==> src/logic/imv_pkg.sv <==
// package: register map, field layout and vector table of the interrupt mask block
package imv_pkg;

	////////////////////////////////////////////////////////////////////////////////
	// widths
	localparam int ADDR_W = 8;
	localparam int DATA_W = 8;
	localparam int SRC_W  = 24;

	////////////////////////////////////////////////////////////////////////////////
	// register offsets
	localparam logic [7:0] OFS_POST_CLR_A  = 8'hDA;
	localparam logic [7:0] OFS_POST_CLR_B  = 8'hDB;
	localparam logic [7:0] OFS_POST_CLR_C  = 8'hDC;
	localparam logic [7:0] OFS_SOFT_CTRL   = 8'hDE;
	localparam logic [7:0] OFS_MASK_C      = 8'hDF;
	localparam logic [7:0] OFS_MASK_A      = 8'hE0;
	localparam logic [7:0] OFS_MASK_B      = 8'hE1;
	localparam logic [7:0] OFS_VECTOR      = 8'hE2;
	localparam logic [7:0] OFS_EVT_STATUS  = 8'hE3;
	localparam logic [7:0] OFS_EVT_CLEAR   = 8'hE4;
	localparam logic [7:0] OFS_EVT_ENABLE  = 8'hE5;

	////////////////////////////////////////////////////////////////////////////////
	// field layout: group a in bits 7:0, group b in 15:8, group c in 23:16
	localparam logic [7:0]  IMPL_A          = 8'hFD;
	localparam logic [7:0]  IMPL_B          = 8'h60;
	localparam logic [7:0]  IMPL_C          = 8'h16;
	localparam logic [7:0]  MASK_A_RW       = 8'hFF;
	localparam int          SOFT_EN_BIT     = 7;
	localparam int          SRC_GPIO0       = 4;
	localparam int          SRC_GPIO1       = 7;
	localparam int          SRC_GPIO2       = 20;
	localparam int          EVT_W           = 3;
	localparam int          EVT_SOFT_POST   = 0;
	localparam int          EVT_CLEAR_ALL   = 1;
	localparam int          EVT_TAKEN       = 2;

	////////////////////////////////////////////////////////////////////////////////
	// reset values
	localparam logic [7:0]  RST_MASK        = 8'h00;
	localparam logic        RST_SOFT_EN     = 1'b0;
	localparam logic [SRC_W-1:0] RST_POSTED = 24'h000000;
	localparam logic [7:0]  NO_VECTOR       = 8'h00;

	////////////////////////////////////////////////////////////////////////////////
	// vector table index per source bit; lower index wins, 8'hFF marks a reserved bit
	localparam logic [7:0] VEC_IDX [SRC_W] = '{
		8'h01, 8'hFF, 8'h0B, 8'h0C, 8'h09, 8'h07, 8'h19, 8'h0A,
		8'hFF, 8'hFF, 8'hFF, 8'hFF, 8'hFF, 8'h05, 8'h0F, 8'hFF,
		8'hFF, 8'h11, 8'h12, 8'hFF, 8'h14, 8'hFF, 8'hFF, 8'hFF
	};

	typedef struct packed {
		logic [ADDR_W-1:0] addr;
		logic [DATA_W-1:0] wdata;
		logic              wr;
		logic              rd;
	} imv_bus_req_t;

endpackage

==> src/logic/imv_edge.sv <==
// module: rising edge detector for the gpio interrupt conditions
`timescale 1ns/1ps
module imv_edge #(
	parameter int N = 3
) (
	input  wire logic         sys_clk_i,
	input  wire logic         reset_i,
	input  wire logic [N-1:0] cond_i,
	output logic      [N-1:0] edge_o
);

	logic [N-1:0] prev_r;

	genvar g;
	generate
		for (g = 0; g < N; g++) begin : g_bit
			always_ff @(posedge sys_clk_i or posedge reset_i) begin
				if (reset_i) begin
					prev_r[g] <= 1'b0;
				end else begin
					prev_r[g] <= cond_i[g];
				end
			end
			// RULE13 edge not level
			assign edge_o[g] = cond_i[g] & ~prev_r[g];
		end
	endgenerate

endmodule

==> src/logic/imv_top.sv <==
// module: interrupt masking, software posting and vector readout
//
// Contract
// RULE1 - masked source's posted flag never becomes pending.
// RULE2 - posting still happens while the mask bit is zero.
// RULE3 - each mask bit gates only its own source.
// RULE4 - mask bit one lets the posted flag become pending.
// RULE5 - soft enable zero: written ones to post/clear registers ignored.
// RULE6 - soft enable zero: written zeros clear posted flags.
// RULE7 - soft enable one: written zeros to post/clear registers ignored.
// RULE8 - soft enable one: written ones post the flags.
// RULE9 - soft enable sits in bit 7 of control register, reset zero.
// RULE10 - mask group c: gpio port 2 bit4, ext input 2 bit2, wrap bit1.
// RULE11 - mask group b: interval timer bit6, 1 ms timer bit5.
// RULE12 - mask group a: seven sources, bit 1 reserved. The mask a register still writes and reads back bit 1.
// RULE13 - gpio interrupts post on a detected edge.
// RULE14 - vector read returns highest priority pending vector.
// RULE15 - any vector register write clears all pending interrupts.
// RULE16 - posted flag holds until taken or cleared by software.
// RULE17 - post/clear read shows a one per posted source.
// RULE18 - hardware set beats a same-cycle clear.
// RULE19 - taking an interrupt clears its flag as the vector goes out.
//
// Decided for this implementation: the address-and-strobe port.
`timescale 1ns/1ps
module imv_top (
	input  wire logic                            sys_clk_i,
	input  wire logic                            reset_i,
	input  wire imv_pkg::imv_bus_req_t           bus_req_i,
	output logic [imv_pkg::DATA_W-1:0]           rdata_o,
	input  wire logic [imv_pkg::SRC_W-1:0]       src_event_i,
	input  wire logic [2:0]                      gpio_cond_i,
	input  wire logic                            irq_ack_i,
	output logic                                 irq_req_o,
	output logic [imv_pkg::DATA_W-1:0]           ack_vector_o,
	output logic                                 irq_o
);

	localparam logic [imv_pkg::SRC_W-1:0] IMPL = {imv_pkg::IMPL_C, imv_pkg::IMPL_B, imv_pkg::IMPL_A};

	logic [imv_pkg::SRC_W-1:0]  posted_r;
	logic [imv_pkg::SRC_W-1:0]  posted_nxt;
	logic [7:0]                 mask_a_r;
	logic [7:0]                 mask_b_r;
	logic [7:0]                 mask_c_r;
	logic                       soft_en_r;
	logic [imv_pkg::SRC_W-1:0]  mask_all;
	logic [imv_pkg::SRC_W-1:0]  pending;
	logic [imv_pkg::SRC_W-1:0]  hw_set;
	logic [imv_pkg::SRC_W-1:0]  top_onehot;
	logic [7:0]                 top_vector;
	logic [2:0]                 gpio_edge;
	logic [imv_pkg::EVT_W-1:0]  evt_status_r;
	logic [imv_pkg::EVT_W-1:0]  evt_enable_r;
	logic [imv_pkg::EVT_W-1:0]  evt_set;
	logic [imv_pkg::DATA_W-1:0] rdata_r;
	logic                       irq_req_r;
	logic [imv_pkg::DATA_W-1:0] ack_vector_r;
	logic                       irq_r;
	logic                       wr_post_a;
	logic                       wr_post_b;
	logic                       wr_post_c;
	logic                       wr_vec;

	////////////////////////////////////////////////////////////////////////////////
	// source conditions

	imv_edge #(
		.N(3)
	) u_edge (
		.sys_clk_i (sys_clk_i),
		.reset_i   (reset_i),
		.cond_i    (gpio_cond_i),
		.edge_o    (gpio_edge)
	);

	always_comb begin
		hw_set = src_event_i;
		// RULE13 gpio posts on edge
		hw_set[imv_pkg::SRC_GPIO0] = gpio_edge[0];
		hw_set[imv_pkg::SRC_GPIO1] = gpio_edge[1];
		hw_set[imv_pkg::SRC_GPIO2] = gpio_edge[2];
		hw_set = hw_set & IMPL;
	end

	////////////////////////////////////////////////////////////////////////////////
	// masking and priority

	// RULE3 per bit gating
	assign mask_all = {mask_c_r, mask_b_r, mask_a_r} & IMPL;
	// RULE1 RULE4 pending gate
	assign pending  = posted_r & mask_all;

	// fixed table scan; ties cannot occur since the index of every implemented source is unique
	always_comb begin
		logic [7:0] best;
		best       = 8'hFF;
		top_onehot = '0;
		// RULE14 highest priority pick
		for (int i = 0; i < imv_pkg::SRC_W; i++) begin
			if (pending[i] && (imv_pkg::VEC_IDX[i] < best)) begin
				best       = imv_pkg::VEC_IDX[i];
				top_onehot = '0;
				top_onehot[i] = 1'b1;
			end
		end
		top_vector = (|pending) ? {best[5:0], 2'b00} : imv_pkg::NO_VECTOR;
	end

	////////////////////////////////////////////////////////////////////////////////
	// bus decode

	assign wr_post_a = bus_req_i.wr && (bus_req_i.addr == imv_pkg::OFS_POST_CLR_A);
	assign wr_post_b = bus_req_i.wr && (bus_req_i.addr == imv_pkg::OFS_POST_CLR_B);
	assign wr_post_c = bus_req_i.wr && (bus_req_i.addr == imv_pkg::OFS_POST_CLR_C);
	assign wr_vec    = bus_req_i.wr && (bus_req_i.addr == imv_pkg::OFS_VECTOR);

	////////////////////////////////////////////////////////////////////////////////
	// posted flags

	always_comb begin
		logic [imv_pkg::SRC_W-1:0] wsel;
		logic [imv_pkg::SRC_W-1:0] wval;
		wsel = {{8{wr_post_c}}, {8{wr_post_b}}, {8{wr_post_a}}} & IMPL;
		wval = {3{bus_req_i.wdata}};
		posted_nxt = posted_r;
		if (soft_en_r) begin
			// RULE8 ones post; RULE7 zeros ignored
			posted_nxt = posted_nxt | (wsel & wval);
		end else begin
			// RULE6 zeros clear; RULE5 ones ignored
			posted_nxt = posted_nxt & ~(wsel & ~wval);
		end
		// RULE15 clear all pending
		if (wr_vec) begin
			posted_nxt = posted_nxt & ~pending;
		end
		// RULE19 taken source cleared
		if (irq_ack_i) begin
			posted_nxt = posted_nxt & ~top_onehot;
		end
		// RULE2 RULE18 hardware set wins, even when masked
		posted_nxt = posted_nxt | hw_set;
	end

	// RULE16 flag held otherwise
	always_ff @(posedge sys_clk_i or posedge reset_i) begin
		if (reset_i) begin
			posted_r <= imv_pkg::RST_POSTED;
		end else begin
			posted_r <= posted_nxt;
		end
	end

	////////////////////////////////////////////////////////////////////////////////
	// mask and control registers

	always_ff @(posedge sys_clk_i or posedge reset_i) begin
		if (reset_i) begin
			mask_a_r  <= imv_pkg::RST_MASK;
			mask_b_r  <= imv_pkg::RST_MASK;
			mask_c_r  <= imv_pkg::RST_MASK;
			soft_en_r <= imv_pkg::RST_SOFT_EN;
		end else if (bus_req_i.wr) begin
			case (bus_req_i.addr)
				// RULE12 group a layout
				imv_pkg::OFS_MASK_A: begin
					mask_a_r <= bus_req_i.wdata & imv_pkg::MASK_A_RW;
				end
				// RULE11 group b layout
				imv_pkg::OFS_MASK_B: begin
					mask_b_r <= bus_req_i.wdata & imv_pkg::IMPL_B;
				end
				// RULE10 group c layout
				imv_pkg::OFS_MASK_C: begin
					mask_c_r <= bus_req_i.wdata & imv_pkg::IMPL_C;
				end
				// RULE9 soft enable bit
				imv_pkg::OFS_SOFT_CTRL: begin
					soft_en_r <= bus_req_i.wdata[imv_pkg::SOFT_EN_BIT];
				end
				default: begin
				end
			endcase
		end
	end

	////////////////////////////////////////////////////////////////////////////////
	// block events and interrupt line

	assign evt_set[imv_pkg::EVT_SOFT_POST] = soft_en_r && |({{8{wr_post_c}}, {8{wr_post_b}}, {8{wr_post_a}}}
		& IMPL & {3{bus_req_i.wdata}});
	assign evt_set[imv_pkg::EVT_CLEAR_ALL] = wr_vec;
	assign evt_set[imv_pkg::EVT_TAKEN]     = irq_ack_i && (|pending);

	// set beats clear so no event is lost
	always_ff @(posedge sys_clk_i or posedge reset_i) begin
		if (reset_i) begin
			evt_status_r <= '0;
		end else if (bus_req_i.wr && (bus_req_i.addr == imv_pkg::OFS_EVT_CLEAR)) begin
			evt_status_r <= (evt_status_r & ~bus_req_i.wdata[imv_pkg::EVT_W-1:0]) | evt_set;
		end else begin
			evt_status_r <= evt_status_r | evt_set;
		end
	end

	always_ff @(posedge sys_clk_i or posedge reset_i) begin
		if (reset_i) begin
			evt_enable_r <= '0;
		end else if (bus_req_i.wr && (bus_req_i.addr == imv_pkg::OFS_EVT_ENABLE)) begin
			evt_enable_r <= bus_req_i.wdata[imv_pkg::EVT_W-1:0];
		end
	end

	always_ff @(posedge sys_clk_i or posedge reset_i) begin
		if (reset_i) begin
			irq_r <= 1'b0;
		end else begin
			irq_r <= |((evt_status_r | evt_set) & evt_enable_r);
		end
	end

	////////////////////////////////////////////////////////////////////////////////
	// cpu side request and vector

	always_ff @(posedge sys_clk_i or posedge reset_i) begin
		if (reset_i) begin
			irq_req_r    <= 1'b0;
			ack_vector_r <= imv_pkg::NO_VECTOR;
		end else begin
			// pending after this cycle's updates, so a taken source drops at once
			irq_req_r <= |(posted_nxt & mask_all);
			if (irq_ack_i) begin
				// RULE19 vector out with clear
				ack_vector_r <= top_vector;
			end
		end
	end

	////////////////////////////////////////////////////////////////////////////////
	// read data

	always_ff @(posedge sys_clk_i or posedge reset_i) begin
		if (reset_i) begin
			rdata_r <= '0;
		end else if (bus_req_i.rd) begin
			case (bus_req_i.addr)
				// RULE17 posted readback
				imv_pkg::OFS_POST_CLR_A: rdata_r <= posted_r[7:0];
				imv_pkg::OFS_POST_CLR_B: rdata_r <= posted_r[15:8];
				imv_pkg::OFS_POST_CLR_C: rdata_r <= posted_r[23:16];
				imv_pkg::OFS_SOFT_CTRL:  rdata_r <= {soft_en_r, 7'h00};
				imv_pkg::OFS_MASK_A:     rdata_r <= mask_a_r;
				imv_pkg::OFS_MASK_B:     rdata_r <= mask_b_r;
				imv_pkg::OFS_MASK_C:     rdata_r <= mask_c_r;
				// RULE14 vector readout
				imv_pkg::OFS_VECTOR:     rdata_r <= top_vector;
				imv_pkg::OFS_EVT_STATUS: rdata_r <= {5'h00, evt_status_r};
				imv_pkg::OFS_EVT_ENABLE: rdata_r <= {5'h00, evt_enable_r};
				default:                 rdata_r <= 8'h00;
			endcase
		end else begin
			rdata_r <= 8'h00;
		end
	end

	assign rdata_o      = rdata_r;
	assign irq_req_o    = irq_req_r;
	assign ack_vector_o = ack_vector_r;
	assign irq_o        = irq_r;

endmodule

==> config.mk <==
export PLATFORM = sky130hd
export DESIGN_NAME = imv_top
export DESIGN_NICKNAME = d
export VERILOG_FILES = /design/src/logic/imv_pkg.sv /design/src/logic/imv_edge.sv /design/src/logic/imv_top.sv
export SDC_FILE = /design/constraint.sdc
export NUM_CORES = 1
export LEC_CHECK = 0
export BUFFER_PORTS_ARGS = -buffer_cell sky130_fd_sc_hd__buf_2
export CAP_MARGIN = 30
export CELL_PAD_IN_SITES_DETAIL_PLACEMENT = 1
export CELL_PAD_IN_SITES_GLOBAL_PLACEMENT = 1
export CORE_MARGIN = 2
export CORE_UTILIZATION = 45
export CTS_CLUSTER_SIZE = 12
export DETAILED_ROUTE_END_ITERATION = 8
export PLACE_DENSITY = 0.89
export SLEW_MARGIN = 20
export SYNTH_ARGS = -nofsm -noshare
export SYNTH_HDL_FRONTEND = slang
export SYNTH_SLANG_ARGS = --single-unit
==> constraint.sdc <==
create_clock -name sys_clk_i -period 5.7 [get_ports sys_clk_i]
set_input_delay 0.57 -clock sys_clk_i [delete_from_list [all_inputs] [get_ports sys_clk_i]]
set_output_delay 0.57 -clock sys_clk_i [all_outputs]
set_load 0.05 [all_outputs]
==> impl_summary.txt, run 1 <==
----------------------------------------------------
[Global routing]
  Via count of the first global-routing pass ... about 3300
  Leftover overflow at the end of global routing ... 0
  Overall global routing resource usage ... a little under a third
  Pin count of the biggest net entering global routing ... 29
  Initial antenna violation count ... 0
  Wire length of the first global-routing pass ... between 15 and 20 mm

[Cells and area]
  Count of inserted antenna diode cells ... 0
  Net count, final ... roughly 440
  Multi-input gate area ... 0.00175 mm^2
  Final standard cell utilization of the core ... between 50% and 60%
  Area overhead of the layout relative to synthesis ... 14.0%
  Layout fillers ... approximately 810
  Cell Count, Final, Fillers Out ... 485
  Area of all sequential standard cells ... ~0.0013 mm^2
  Share of final-layout standard cells stronger than drive strength 1 ... 23.7%

[Synthesis]
  Area share of the largest cell type after synthesis ... between 40% and 50%
  Post-synthesis share of cell area spent on full adders, half adders and majority gates ... 0%
  Number of library cell types mapped by synthesis ... 65
  Share of synthesized flip-flops with an asynchronous set or reset ... between 90% and 100%
  Netlist area before placement ... 0.00317 mm^2
  Share of synthesized cell area in and, or, nand and nor gates ... 23.8%
  Synthesized netlist cell count ... about 340
  EDFF count, synth ... 0
  Most used standard cell by instance count after synthesis ... dfrtp_1
  Synth Area in XOR/XNOR ... 0%
  Area leader, netlist ... dfrtp_1
  Post-synthesis register bit count ... between 50 and 60
  Sequential element share of the synthesized area ... between 40 and 50%
  Dominant combinational cell family by area after synthesis ... simple AND/OR/NAND/NOR gates
  Leading post-synthesis cells by cell area ... dfrtp_1, mux2_2, nand2_1
  Mux contribution to synthesized area ... just under 8%
  Mean Syn Cell Area ... ~9.2 um^2
  Most used flip-flop cell after synthesis ... dfrtp_1
  Compound-Gate Fraction of Synth Area ... a little under a quarter
  Count of warnings emitted by yosys ... 0
  Most frequent cells after synthesis ... dfrtp_1, nand2_1, mux2_2

[Power]
  Worst ir drop on vdd ... around 170 uV
  Post-route total power ... around 950 uW
  Leak ... 1.52 nW
  Power per cell area ... ~260 mW/mm^2

[Drt]
  Per-cell routed wire length ... around 23 um
  Routed length on met1 ... between 4 and 5 mm
  Initial drt markers ... approximately 340
  Routed met3 length ... ~990 um
  ANT nets after route ... 0
  Detailed-route DRC error count ... 0
  Detailed-route vias per instance ... ~6.8
  Total via count after detailed routing ... around 3300
  Overall routed net length ... 11.3 mm
  Total met2 wirelength after detailed routing ... about 5.3 mm
  Detailed-routing iteration count for the pre-antenna-repair pass ... 6
  Top layer reached by signal wires ... met4

[Outcome]
  Run status ... finished, final reports clean

[Worst setup path]
  Category of the worst setup path capture point ... register
  CP max stage delay ... around 0.73 ns
  Worst path buffer plus inverter count ... 0
  Worst R2R Path Depth ... 7
  Most used cell, CP ... nand4_1
  Worst reg2reg path endpoint ... irq_req_o
  Type of the worst setup path ... register to register
  Cell Chain, Critical Path ... a222oi_1, nand4_1, nor3b_2, nand2_1, a21o_1, a2111oi_4, nand4_1
  Data arrival time of the critical path ... ~3.4 ns
  FF-to-FF Start ... posted_r[0]
  Worst endpoint required time ... about 5.9 ns
  Cell with the largest stage delay on the worst path ... a222oi_1
  Critical path's top delay family ... compound AO/OA/AOI/OAI gates
  Highest fanout seen on the critical path ... 9
  Flop2flop setup slack ... approximately 2.5 ns
  CP Launch Type ... register

[Run]
  Number of max-cap violations ... 0

[Timing]
  Max Clk Rate ... 0.314 GHz
  Worst path setup slack after routing ... between 2 and 3 ns
  Final slew viol count ... 0
  Final min period ... between 3 and 4 ns
  Final Hold Violating Endpoints ... 0
  RSZ-0062 raised after global routing ... false
  Worst-case clock skew ... around 0.011 ns
  Setup-violating endpoint count in the final report ... 0
  Slew at the pin with the worst max-slew slack ... 1.06 ns
  Headroom to the max-slew limit ... between 20% and 30%
  Final period utilization ... a little under three fifths
  Setup TNS after final layout ... 0 ns

[Die]
  Standard-cell row count ... 30
  Core outline area ... around 0.0068 mm^2
  Die area ... 0.00772 mm^2
  Floorplan die width ... 87.9 um
  Die Y-Extent ... about 88 um
  Effective utilization at floorplan ... between 40% and 50%
  I/O pins ... 66

[Clock tree]
  Largest buffer count on any clock path ... 2
  Number of clock sinks seen by CTS ... roughly 50
  Root Buffer ... clkbuf_8
  Clk_lat worst skew ... around 0.32 ns
  Total setup buffers inserted after CTS ... 0
  Cts-stage hold buffer count ... 0
  H-tree depth ... 2
  Number of clock buffers inserted by TritonCTS ... 5
  Clock edge transition at the registers on the reported setup and hold paths ... 0.10 ns
  Clock tree from TritonCTS ... yes
  Count of cells resized by post-cts repair ... 0

[Placement]
  Buffers on Ports ... 48
  Placed Cells incl. Taps ... 477
  Final HPWL DP ... 8.30 mm
  Gp weighted congestion ... about 0.95
  Worst slack, placed ... ~2.4 ns

[Hold path]
  Min-Delay Path Class ... input pin to asynchronous set/reset pin

----------------------------------------------------
report_power, final:
part / leakage, nW / internal [mW] / switching [mW]
logic: 0.835 / 0.0778 / 0.170
clock network: 0.0618 / 0.145 / 0.134
registers: 0.620 / 0.391 / 0.0297
total: 1.52 / 0.613 / 0.334
registers in the layout, indices dropped and copies added (netlist names):
name / cells
soft_en_r: 1
evt_enable_r: 3
irq_req_o: 1
posted_r: 12
ack_vector_o: 6
mask_a_r: 8
evt_status_r: 3
mask_c_r: 3
u_edge.prev_r: 3
rdata_o: 8
irq_o: 1
mask_b_r: 2
how the worst max path moves through the flow:
stage                  startpoint  slack (ns)  cells past startpoint   endpoint
finish                posted_r[0]        2.52                      7  irq_req_o
global route          posted_r[0]        2.26                      7  irq_req_o
CTS                   posted_r[0]        2.57                      7  irq_req_o
detailed placement   bus_req_i[1]        2.35                      8  irq_req_o
global placement     bus_req_i[1]        2.34                      8  irq_req_o
floorplan           bus_req_i[10]        2.89                      9  irq_req_o
layout make-up:
type                    count  area share, %
multi-input cells         261           48.6
flip-flops and latches     51           35.4
repair buffers             50           7.42
well taps                  96           3.33
clock buffers               6           2.29
inverters                  19           1.98
clock inverters             2           1.07
cell families (layout without fill, tap and decap cells):
family	after synthesis	after routing
other	1	2
buffers and inverters	33	77
AND/OR/NAND/NOR	137	137
flip-flops	51	51
multiplexers	22	22
AO/OA/AOI/OAI	100	100
cells in the final DEF, fill, tap and decap left out, drive strengths merged, types with 4 or more instances in the layout:
master  synthesis  final
dfrtp          51     51
buf             7     50
nand2          40     40
mux2           22     22
nor2           20     20
inv            18     19
a22oi          17     17
a21oi          14     14
a31oi          13     13
nor3           13     13
o21ai          13     13
nand3           7      7
and2            7      7
nand4           6      6
o221ai          6      6
clkbuf          7      6
a222oi          5      5
nand2b          5      5
nor4            5      5
and3            4      4
routing by layer:
layer / GRT usage [%] / vias to the layer above
met5: 0 / -
met4: 14.5 / 0
met3: 4.81 / 46
met2: 49.6 / 199
met1: 40.5 / 1626
li1: - / 1403
per-stage QoR:
stage / hold slack, ns / area (um^2)
after global placement: 0.479 / 3470
after CTS: 0.336 / 3610
after detailed placement: 0.476 / 3490
after global routing: 0.356 / 3610
final: 0.306 / 3610
after floorplan: 0.429 / 3170
Note: power is estimated with default switching activity, not from simulation.
==> run 2, diff against run 1 <==
--- a/config.mk
+++ b/config.mk
@@ -10,10 +10,10 @@
 export CELL_PAD_IN_SITES_DETAIL_PLACEMENT = 1
 export CELL_PAD_IN_SITES_GLOBAL_PLACEMENT = 1
 export CORE_MARGIN = 2
-export CORE_UTILIZATION = 45
+export CORE_UTILIZATION = 41
 export CTS_CLUSTER_SIZE = 12
 export DETAILED_ROUTE_END_ITERATION = 8
-export PLACE_DENSITY = 0.89
+export PLACE_DENSITY = 0.82
 export SLEW_MARGIN = 20
 export SYNTH_ARGS = -nofsm -noshare
 export SYNTH_HDL_FRONTEND = slang
==> constraint.sdc (replaced) <==
create_clock -name sys_clk_i -period 3.1 [get_ports sys_clk_i]
set_input_delay 0.31 -clock sys_clk_i [delete_from_list [all_inputs] [get_ports sys_clk_i]]
set_output_delay 0.31 -clock sys_clk_i [all_outputs]
set_load 0.05 [all_outputs]
==> impl_summary.txt, run 2 (same netlist as run 1, synthesis figures left out) <==
----------------------------------------------------
[Power]
  Leak ... between 1.5 and 2 nW
  Post-route total power ... between 1.5 and 2 mW
  Worst ir drop on vdd ... 243 uV
  Power per cell area ... about 470 mW/mm^2

[Cells and area]
  Share of final-layout standard cells stronger than drive strength 1 ... ~27%
  Net count, final ... 454
  Register name with the most flops ... posted_r
  Area overhead of the layout relative to synthesis ... 18.2%
  Count of inserted antenna diode cells ... 0
  Commonest non-fill, non-tap cell in the layout ... dfrtp_1
  Most frequent cells in the layout ... dfrtp_1, buf_2, nand2_1
  Flip-flop count of the largest register after layout ... 12

[Drt]
  Per-cell routed wire length ... ~23 um
  Initial drt markers ... ~310
  Detailed-route vias per instance ... roughly 6.4
  Overall routed net length ... 11.7 mm
  ANT nets after route ... 0
  Detailed-routing iteration count for the pre-antenna-repair pass ... 5
  Total via count after detailed routing ... around 3300
  Detailed-route DRC error count ... 0

[Global routing]
  Wire length of the first global-routing pass ... 18.5 mm
  Pin count of the biggest net entering global routing ... 33
  Via count of the first global-routing pass ... approximately 3400
  Leftover overflow at the end of global routing ... 0
  Initial antenna violation count ... 0
  Overall global routing resource usage ... 28.3%

[Hold path]
  Min-Delay Path Class ... input pin to asynchronous set/reset pin

[Clock tree]
  Clock edge transition at the registers on the reported setup and hold paths ... 0.10 ns
  Clock tree from TritonCTS ... yes
  Number of clock buffers inserted by TritonCTS ... 5
  Root Buffer ... clkbuf_8
  H-tree depth ... 2
  Number of clock sinks seen by CTS ... just over 50
  Largest buffer count on any clock path ... 2
  Count of cells resized by post-cts repair ... 0
  Total setup buffers inserted after CTS ... 0
  Clk_lat worst skew ... ~0.31 ns
  Cts-stage hold buffer count ... 0

[Die]
  Core outline area ... roughly 0.0076 mm^2
  Standard-cell row count ... 32
  I/O pins ... 66
  Floorplan die width ... approximately 92 um
  Die area ... 0.00844 mm^2
  Effective utilization at floorplan ... about two fifths
  Die Y-Extent ... slightly above 90 um

[Timing]
  Final slew viol count ... 0
  Final Hold Violating Endpoints ... 0
  Final min period ... around 2.7 ns
  RSZ-0062 raised after global routing ... false
  Worst-case clock skew ... approximately 0.0085 ns
  Final period utilization ... slightly below 90%
  Setup TNS after final layout ... 0 ns
  Final worst hold slack ... ~0.0013 ns
  Headroom to the max-slew limit ... around 50%
  Slew at the pin with the worst max-slew slack ... 0.744 ns
  Setup-violating endpoint count in the final report ... 0
  Worst path setup slack after routing ... approximately 0.40 ns
  Max Clk Rate ... 0.370 GHz

[Outcome]
  Run status ... finished, final reports clean

[Worst setup path]
  Highest fanout seen on the critical path ... 8
  CP max stage delay ... around 0.59 ns
  Worst R2R Path Depth ... 9
  Data arrival time of the critical path ... between 2 and 3 ns
  Type of the worst setup path ... register to register
  CP Launch Type ... register
  Cell with the largest stage delay on the worst path ... or4_1
  Cell Chain, Critical Path ... a22oi_1, nand4_1, buf_4, nor3b_2, buf_4, or4_1, or3b_2, a21oi_1, nand4_1
  Worst endpoint required time ... approximately 3.3 ns
  Category of the worst setup path capture point ... register

[Placement]
  Worst slack, placed ... between 0.2 and 0.25 ns
  Final HPWL DP ... 8.91 mm
  Gp weighted congestion ... 0.937
  Buffers on Ports ... 48

[Run]
  Number of max-cap violations ... 0

----------------------------------------------------
[run 2: changes by cell type in the layout (fill, tap and decap cells not counted)]
cell / before / now
nor4_1: 3 / 4
nor4_2: 2 / 1
buf_4: 1 / 19
inv_6: 1 / 0
clkinv_2: 0 / 1
[run 2: cell type report]
class | instances | area (um^2)
timing repair buffer | 68 | 403
clock inverter | 2 | 35.0
sequential | 51 | 1280
multi-input combinational | 261 | 1750
fill | 922 | 3860
tap | 102 | 128
inverter | 19 | 71.3
clock buffer | 6 | 82.6
[run 2: through the flow]
step | util [%] | instances | instance area [um^2]
6_report | 49.2 | 509 | 3740
3_3_place_gp | 47.4 | 500 | 3600
5_1_grt | 49.2 | 509 | 3740
3_5_place_dp | 47.6 | 501 | 3620
4_1_cts | 49.2 | 509 | 3740
2_1_floorplan | - | 345 | 3170
[run 2: worst max-delay path: cells and delay by family (launching register included)]
| kind | cells | cell delay, ns |
|---|---|---|
| AO/OA/AOI/OAI | 2 | 0.38 |
| buffers and inverters | 2 | 0.31 |
| flip-flops | 1 | 0.53 |
| AND/OR/NAND/NOR | 5 | 1.36 |
[run 2: path summary, 6_finish.rpt]
path                                    end  slack [ns]       startpoint
min in group sys_clk_i     u_edge.prev_r[2]        0.11   gpio_cond_i[2]
setup / recovery                  irq_req_o        0.40      posted_r[5]
setup reg to reg                  irq_req_o        0.40      posted_r[5]
hold / removal                  mask_a_r[1]       0.001          reset_i
hold reg to reg             ack_vector_o[3]        0.51  ack_vector_o[3]
max in group asynchronous       mask_c_r[4]        2.56          reset_i
[run 2: power breakdown]
group | internal, mW | switching [mW] | total (mW)
sequential | 0.719 | 0.0514 | 0.770
combinational | 0.158 | 0.325 | 0.483
clock | 0.262 | 0.239 | 0.501
[run 2: metal layers]
layer / track usage (%) / wire [um]
met1: 37.7 / 4820
met2: 45.0 / 5480
met3: 5.18 / 850
met4: 12.8 / 507
met5: 0 / 0
==> run 3, diff against run 2 <==
--- a/config.mk
+++ b/config.mk
@@ -10,10 +10,10 @@
 export CELL_PAD_IN_SITES_DETAIL_PLACEMENT = 1
 export CELL_PAD_IN_SITES_GLOBAL_PLACEMENT = 1
 export CORE_MARGIN = 2
-export CORE_UTILIZATION = 41
+export CORE_UTILIZATION = 40
 export CTS_CLUSTER_SIZE = 12
 export DETAILED_ROUTE_END_ITERATION = 8
-export PLACE_DENSITY = 0.82
+export PLACE_DENSITY = 0.75
 export SLEW_MARGIN = 20
 export SYNTH_ARGS = -nofsm -noshare
 export SYNTH_HDL_FRONTEND = slang
==> impl_summary.txt, run 3 (same netlist as run 1, synthesis figures left out) <==
----------------------------------------------------
[Clock tree]
  Total setup buffers inserted after CTS ... 0
  Count of cells resized by post-cts repair ... 0
  Clk_lat worst skew ... between 0.3 and 0.4 ns
  Number of clock sinks seen by CTS ... roughly 50
  Number of clock buffers inserted by TritonCTS ... 5
  H-tree depth ... 2
  Root Buffer ... clkbuf_8
  Clock tree from TritonCTS ... yes
  Clock edge transition at the registers on the reported setup and hold paths ... roughly 0.10 ns
  Cts-stage hold buffer count ... 0
  Largest buffer count on any clock path ... 2

[Timing]
  Setup TNS after final layout ... 0 ns
  Max Clk Rate ... ~0.35 GHz
  Setup-violating endpoint count in the final report ... 0
  Worst-case clock skew ... ~0.0049 ns
  Final slew viol count ... 0
  Slew at the pin with the worst max-slew slack ... approximately 0.76 ns
  RSZ-0062 raised after global routing ... false
  Headroom to the max-slew limit ... between 40% and 50%
  Final period utilization ... a little over 90%
  Final Hold Violating Endpoints ... 0
  Final min period ... about 2.8 ns

[Global routing]
  Overall global routing resource usage ... 26.5%
  Via count of the first global-routing pass ... ~3200
  Initial antenna violation count ... 0
  Wire length of the first global-routing pass ... ~18 mm
  Pin count of the biggest net entering global routing ... 32
  Leftover overflow at the end of global routing ... 0

[Die]
  Floorplan die width ... 93.0 um
  I/O pins ... 66
  Effective utilization at floorplan ... between 40% and 50%
  Die Y-Extent ... roughly 93 um
  Standard-cell row count ... 32
  Die area ... 0.00864 mm^2
  Core outline area ... around 0.0077 mm^2

[Run]
  Number of max-cap violations ... 0

[Worst setup path]
  Worst endpoint required time ... ~3.3 ns
  Type of the worst setup path ... register to register
  Category of the worst setup path capture point ... register
  Data arrival time of the critical path ... between 3 and 4 ns
  Highest fanout seen on the critical path ... 8
  CP Launch Type ... register
  Flop2flop setup slack ... 0.27 ns
  FF-to-FF Start ... mask_a_r[0]
  Worst reg2reg path endpoint ... irq_req_o
  Worst R2R Path Depth ... 8

[Cells and area]
  Net count, final ... ~450
  Register name with the most flops ... posted_r
  Flip-flop count of the largest register after layout ... 12
  Commonest non-fill, non-tap cell in the layout ... dfrtp_1
  Final standard cell utilization of the core ... between 40 and 50%
  Count of inserted antenna diode cells ... 0
  Most frequent cells in the layout ... dfrtp_1, buf_2, nand2_1
  Area overhead of the layout relative to synthesis ... 15.5%
  Design Area, Final ... 0.00366 mm^2
  Layout fillers ... between 900 and 1000
  Share of final-layout standard cells stronger than drive strength 1 ... between 20 and 30%

[Power]
  Worst ir drop on vdd ... 274 uV
  Post-route total power ... roughly 1.6 mW
  Power per cell area ... between 400 and 500 mW/mm^2
  Leak ... 1.55 nW

[Hold path]
  Min-Delay Path Class ... input pin to asynchronous set/reset pin

[Drt]
  Detailed-route DRC error count ... 0
  Detailed-routing iteration count for the pre-antenna-repair pass ... 5
  Detailed-route vias per instance ... roughly 6.3
  Initial drt markers ... 242
  Overall routed net length ... between 10 and 15 mm
  ANT nets after route ... 0
  Total via count after detailed routing ... 3174
  Per-cell routed wire length ... 22.2 um

[Placement]
  Buffers on Ports ... 48
  Final HPWL DP ... approximately 8.6 mm
  Area post-placement ... between 0.003 and 0.004 mm^2
  Gp weighted congestion ... between 1 and 1.5

[Outcome]
  Run status ... finished, final reports clean

----------------------------------------------------
run 3: changes by cell type in the layout (fill, tap and decap cells not counted):
cell        before  now
clkbuf_8         6    5
clkbuf_1         0    1
buf_4           19   12
clkinvlp_4       0    1
bufinv_16        1    0
run 3: area by class of cell:
cell class,count,area (um^2),share of cell area [%]
Clock inverter,2,12.5,0.342
Tap cell,102,128,3.49
Clock buffer,6,72.6,1.98
Timing Repair Buffer,61,350,9.58
Inverter,19,71.3,1.95
Multi-Input combinational cell,261,1750,47.8
Sequential cell,51,1280,34.9
run 3: worst max path at each step:
stage	from	to	slack, ns	cells past startpoint
finish	mask_a_r[0]	irq_req_o	0.27	8
CTS	mask_a_r[0]	irq_req_o	0.33	8
floorplan	bus_req_i[10]	irq_req_o	0.55	9
detailed placement	bus_req_i[12]	irq_req_o	0.25	8
global placement	bus_req_i[12]	irq_req_o	0.29	8
global route	mask_a_r[0]	irq_req_o	0.20	8
run 3: power breakdown:
part	total [mW]	internal [mW]	switching (mW)	leakage [nW]
registers	0.768	0.719	0.0491	0.620
logic	0.472	0.153	0.319	0.888
clock network	0.386	0.158	0.228	0.0412
run 3: through the flow:
stage,setup WS [ns],hold WS [ns],std cells
5_1_grt,0.200,0.0499,502
4_1_cts,0.326,0.0320,502
3_5_place_dp,0.253,0.370,494
3_3_place_gp,0.287,0.433,493
2_1_floorplan,0.546,0.341,345
6_report,0.268,0.0156,502
run 3: critical path, cell delays in order (launching register included):
cell,delay (ns)
dfrtp_1,0.60
a222oi_1,0.24
nand4_1,0.33
nor3b_2,0.10
buf_4,0.17
or4_1,0.57
or3b_2,0.46
a21oi_1,0.15
nand4_1,0.09
run 3: layer usage:
metal / vias up / track usage [%] / wire, um
met2: 140 / 43.0 / 5230
li1: 1431 / - / -
met3: 14 / 3.06 / 697
met5: - / 0 / 0
met1: 1589 / 37.7 / 5010
met4: 0 / 7.23 / 214
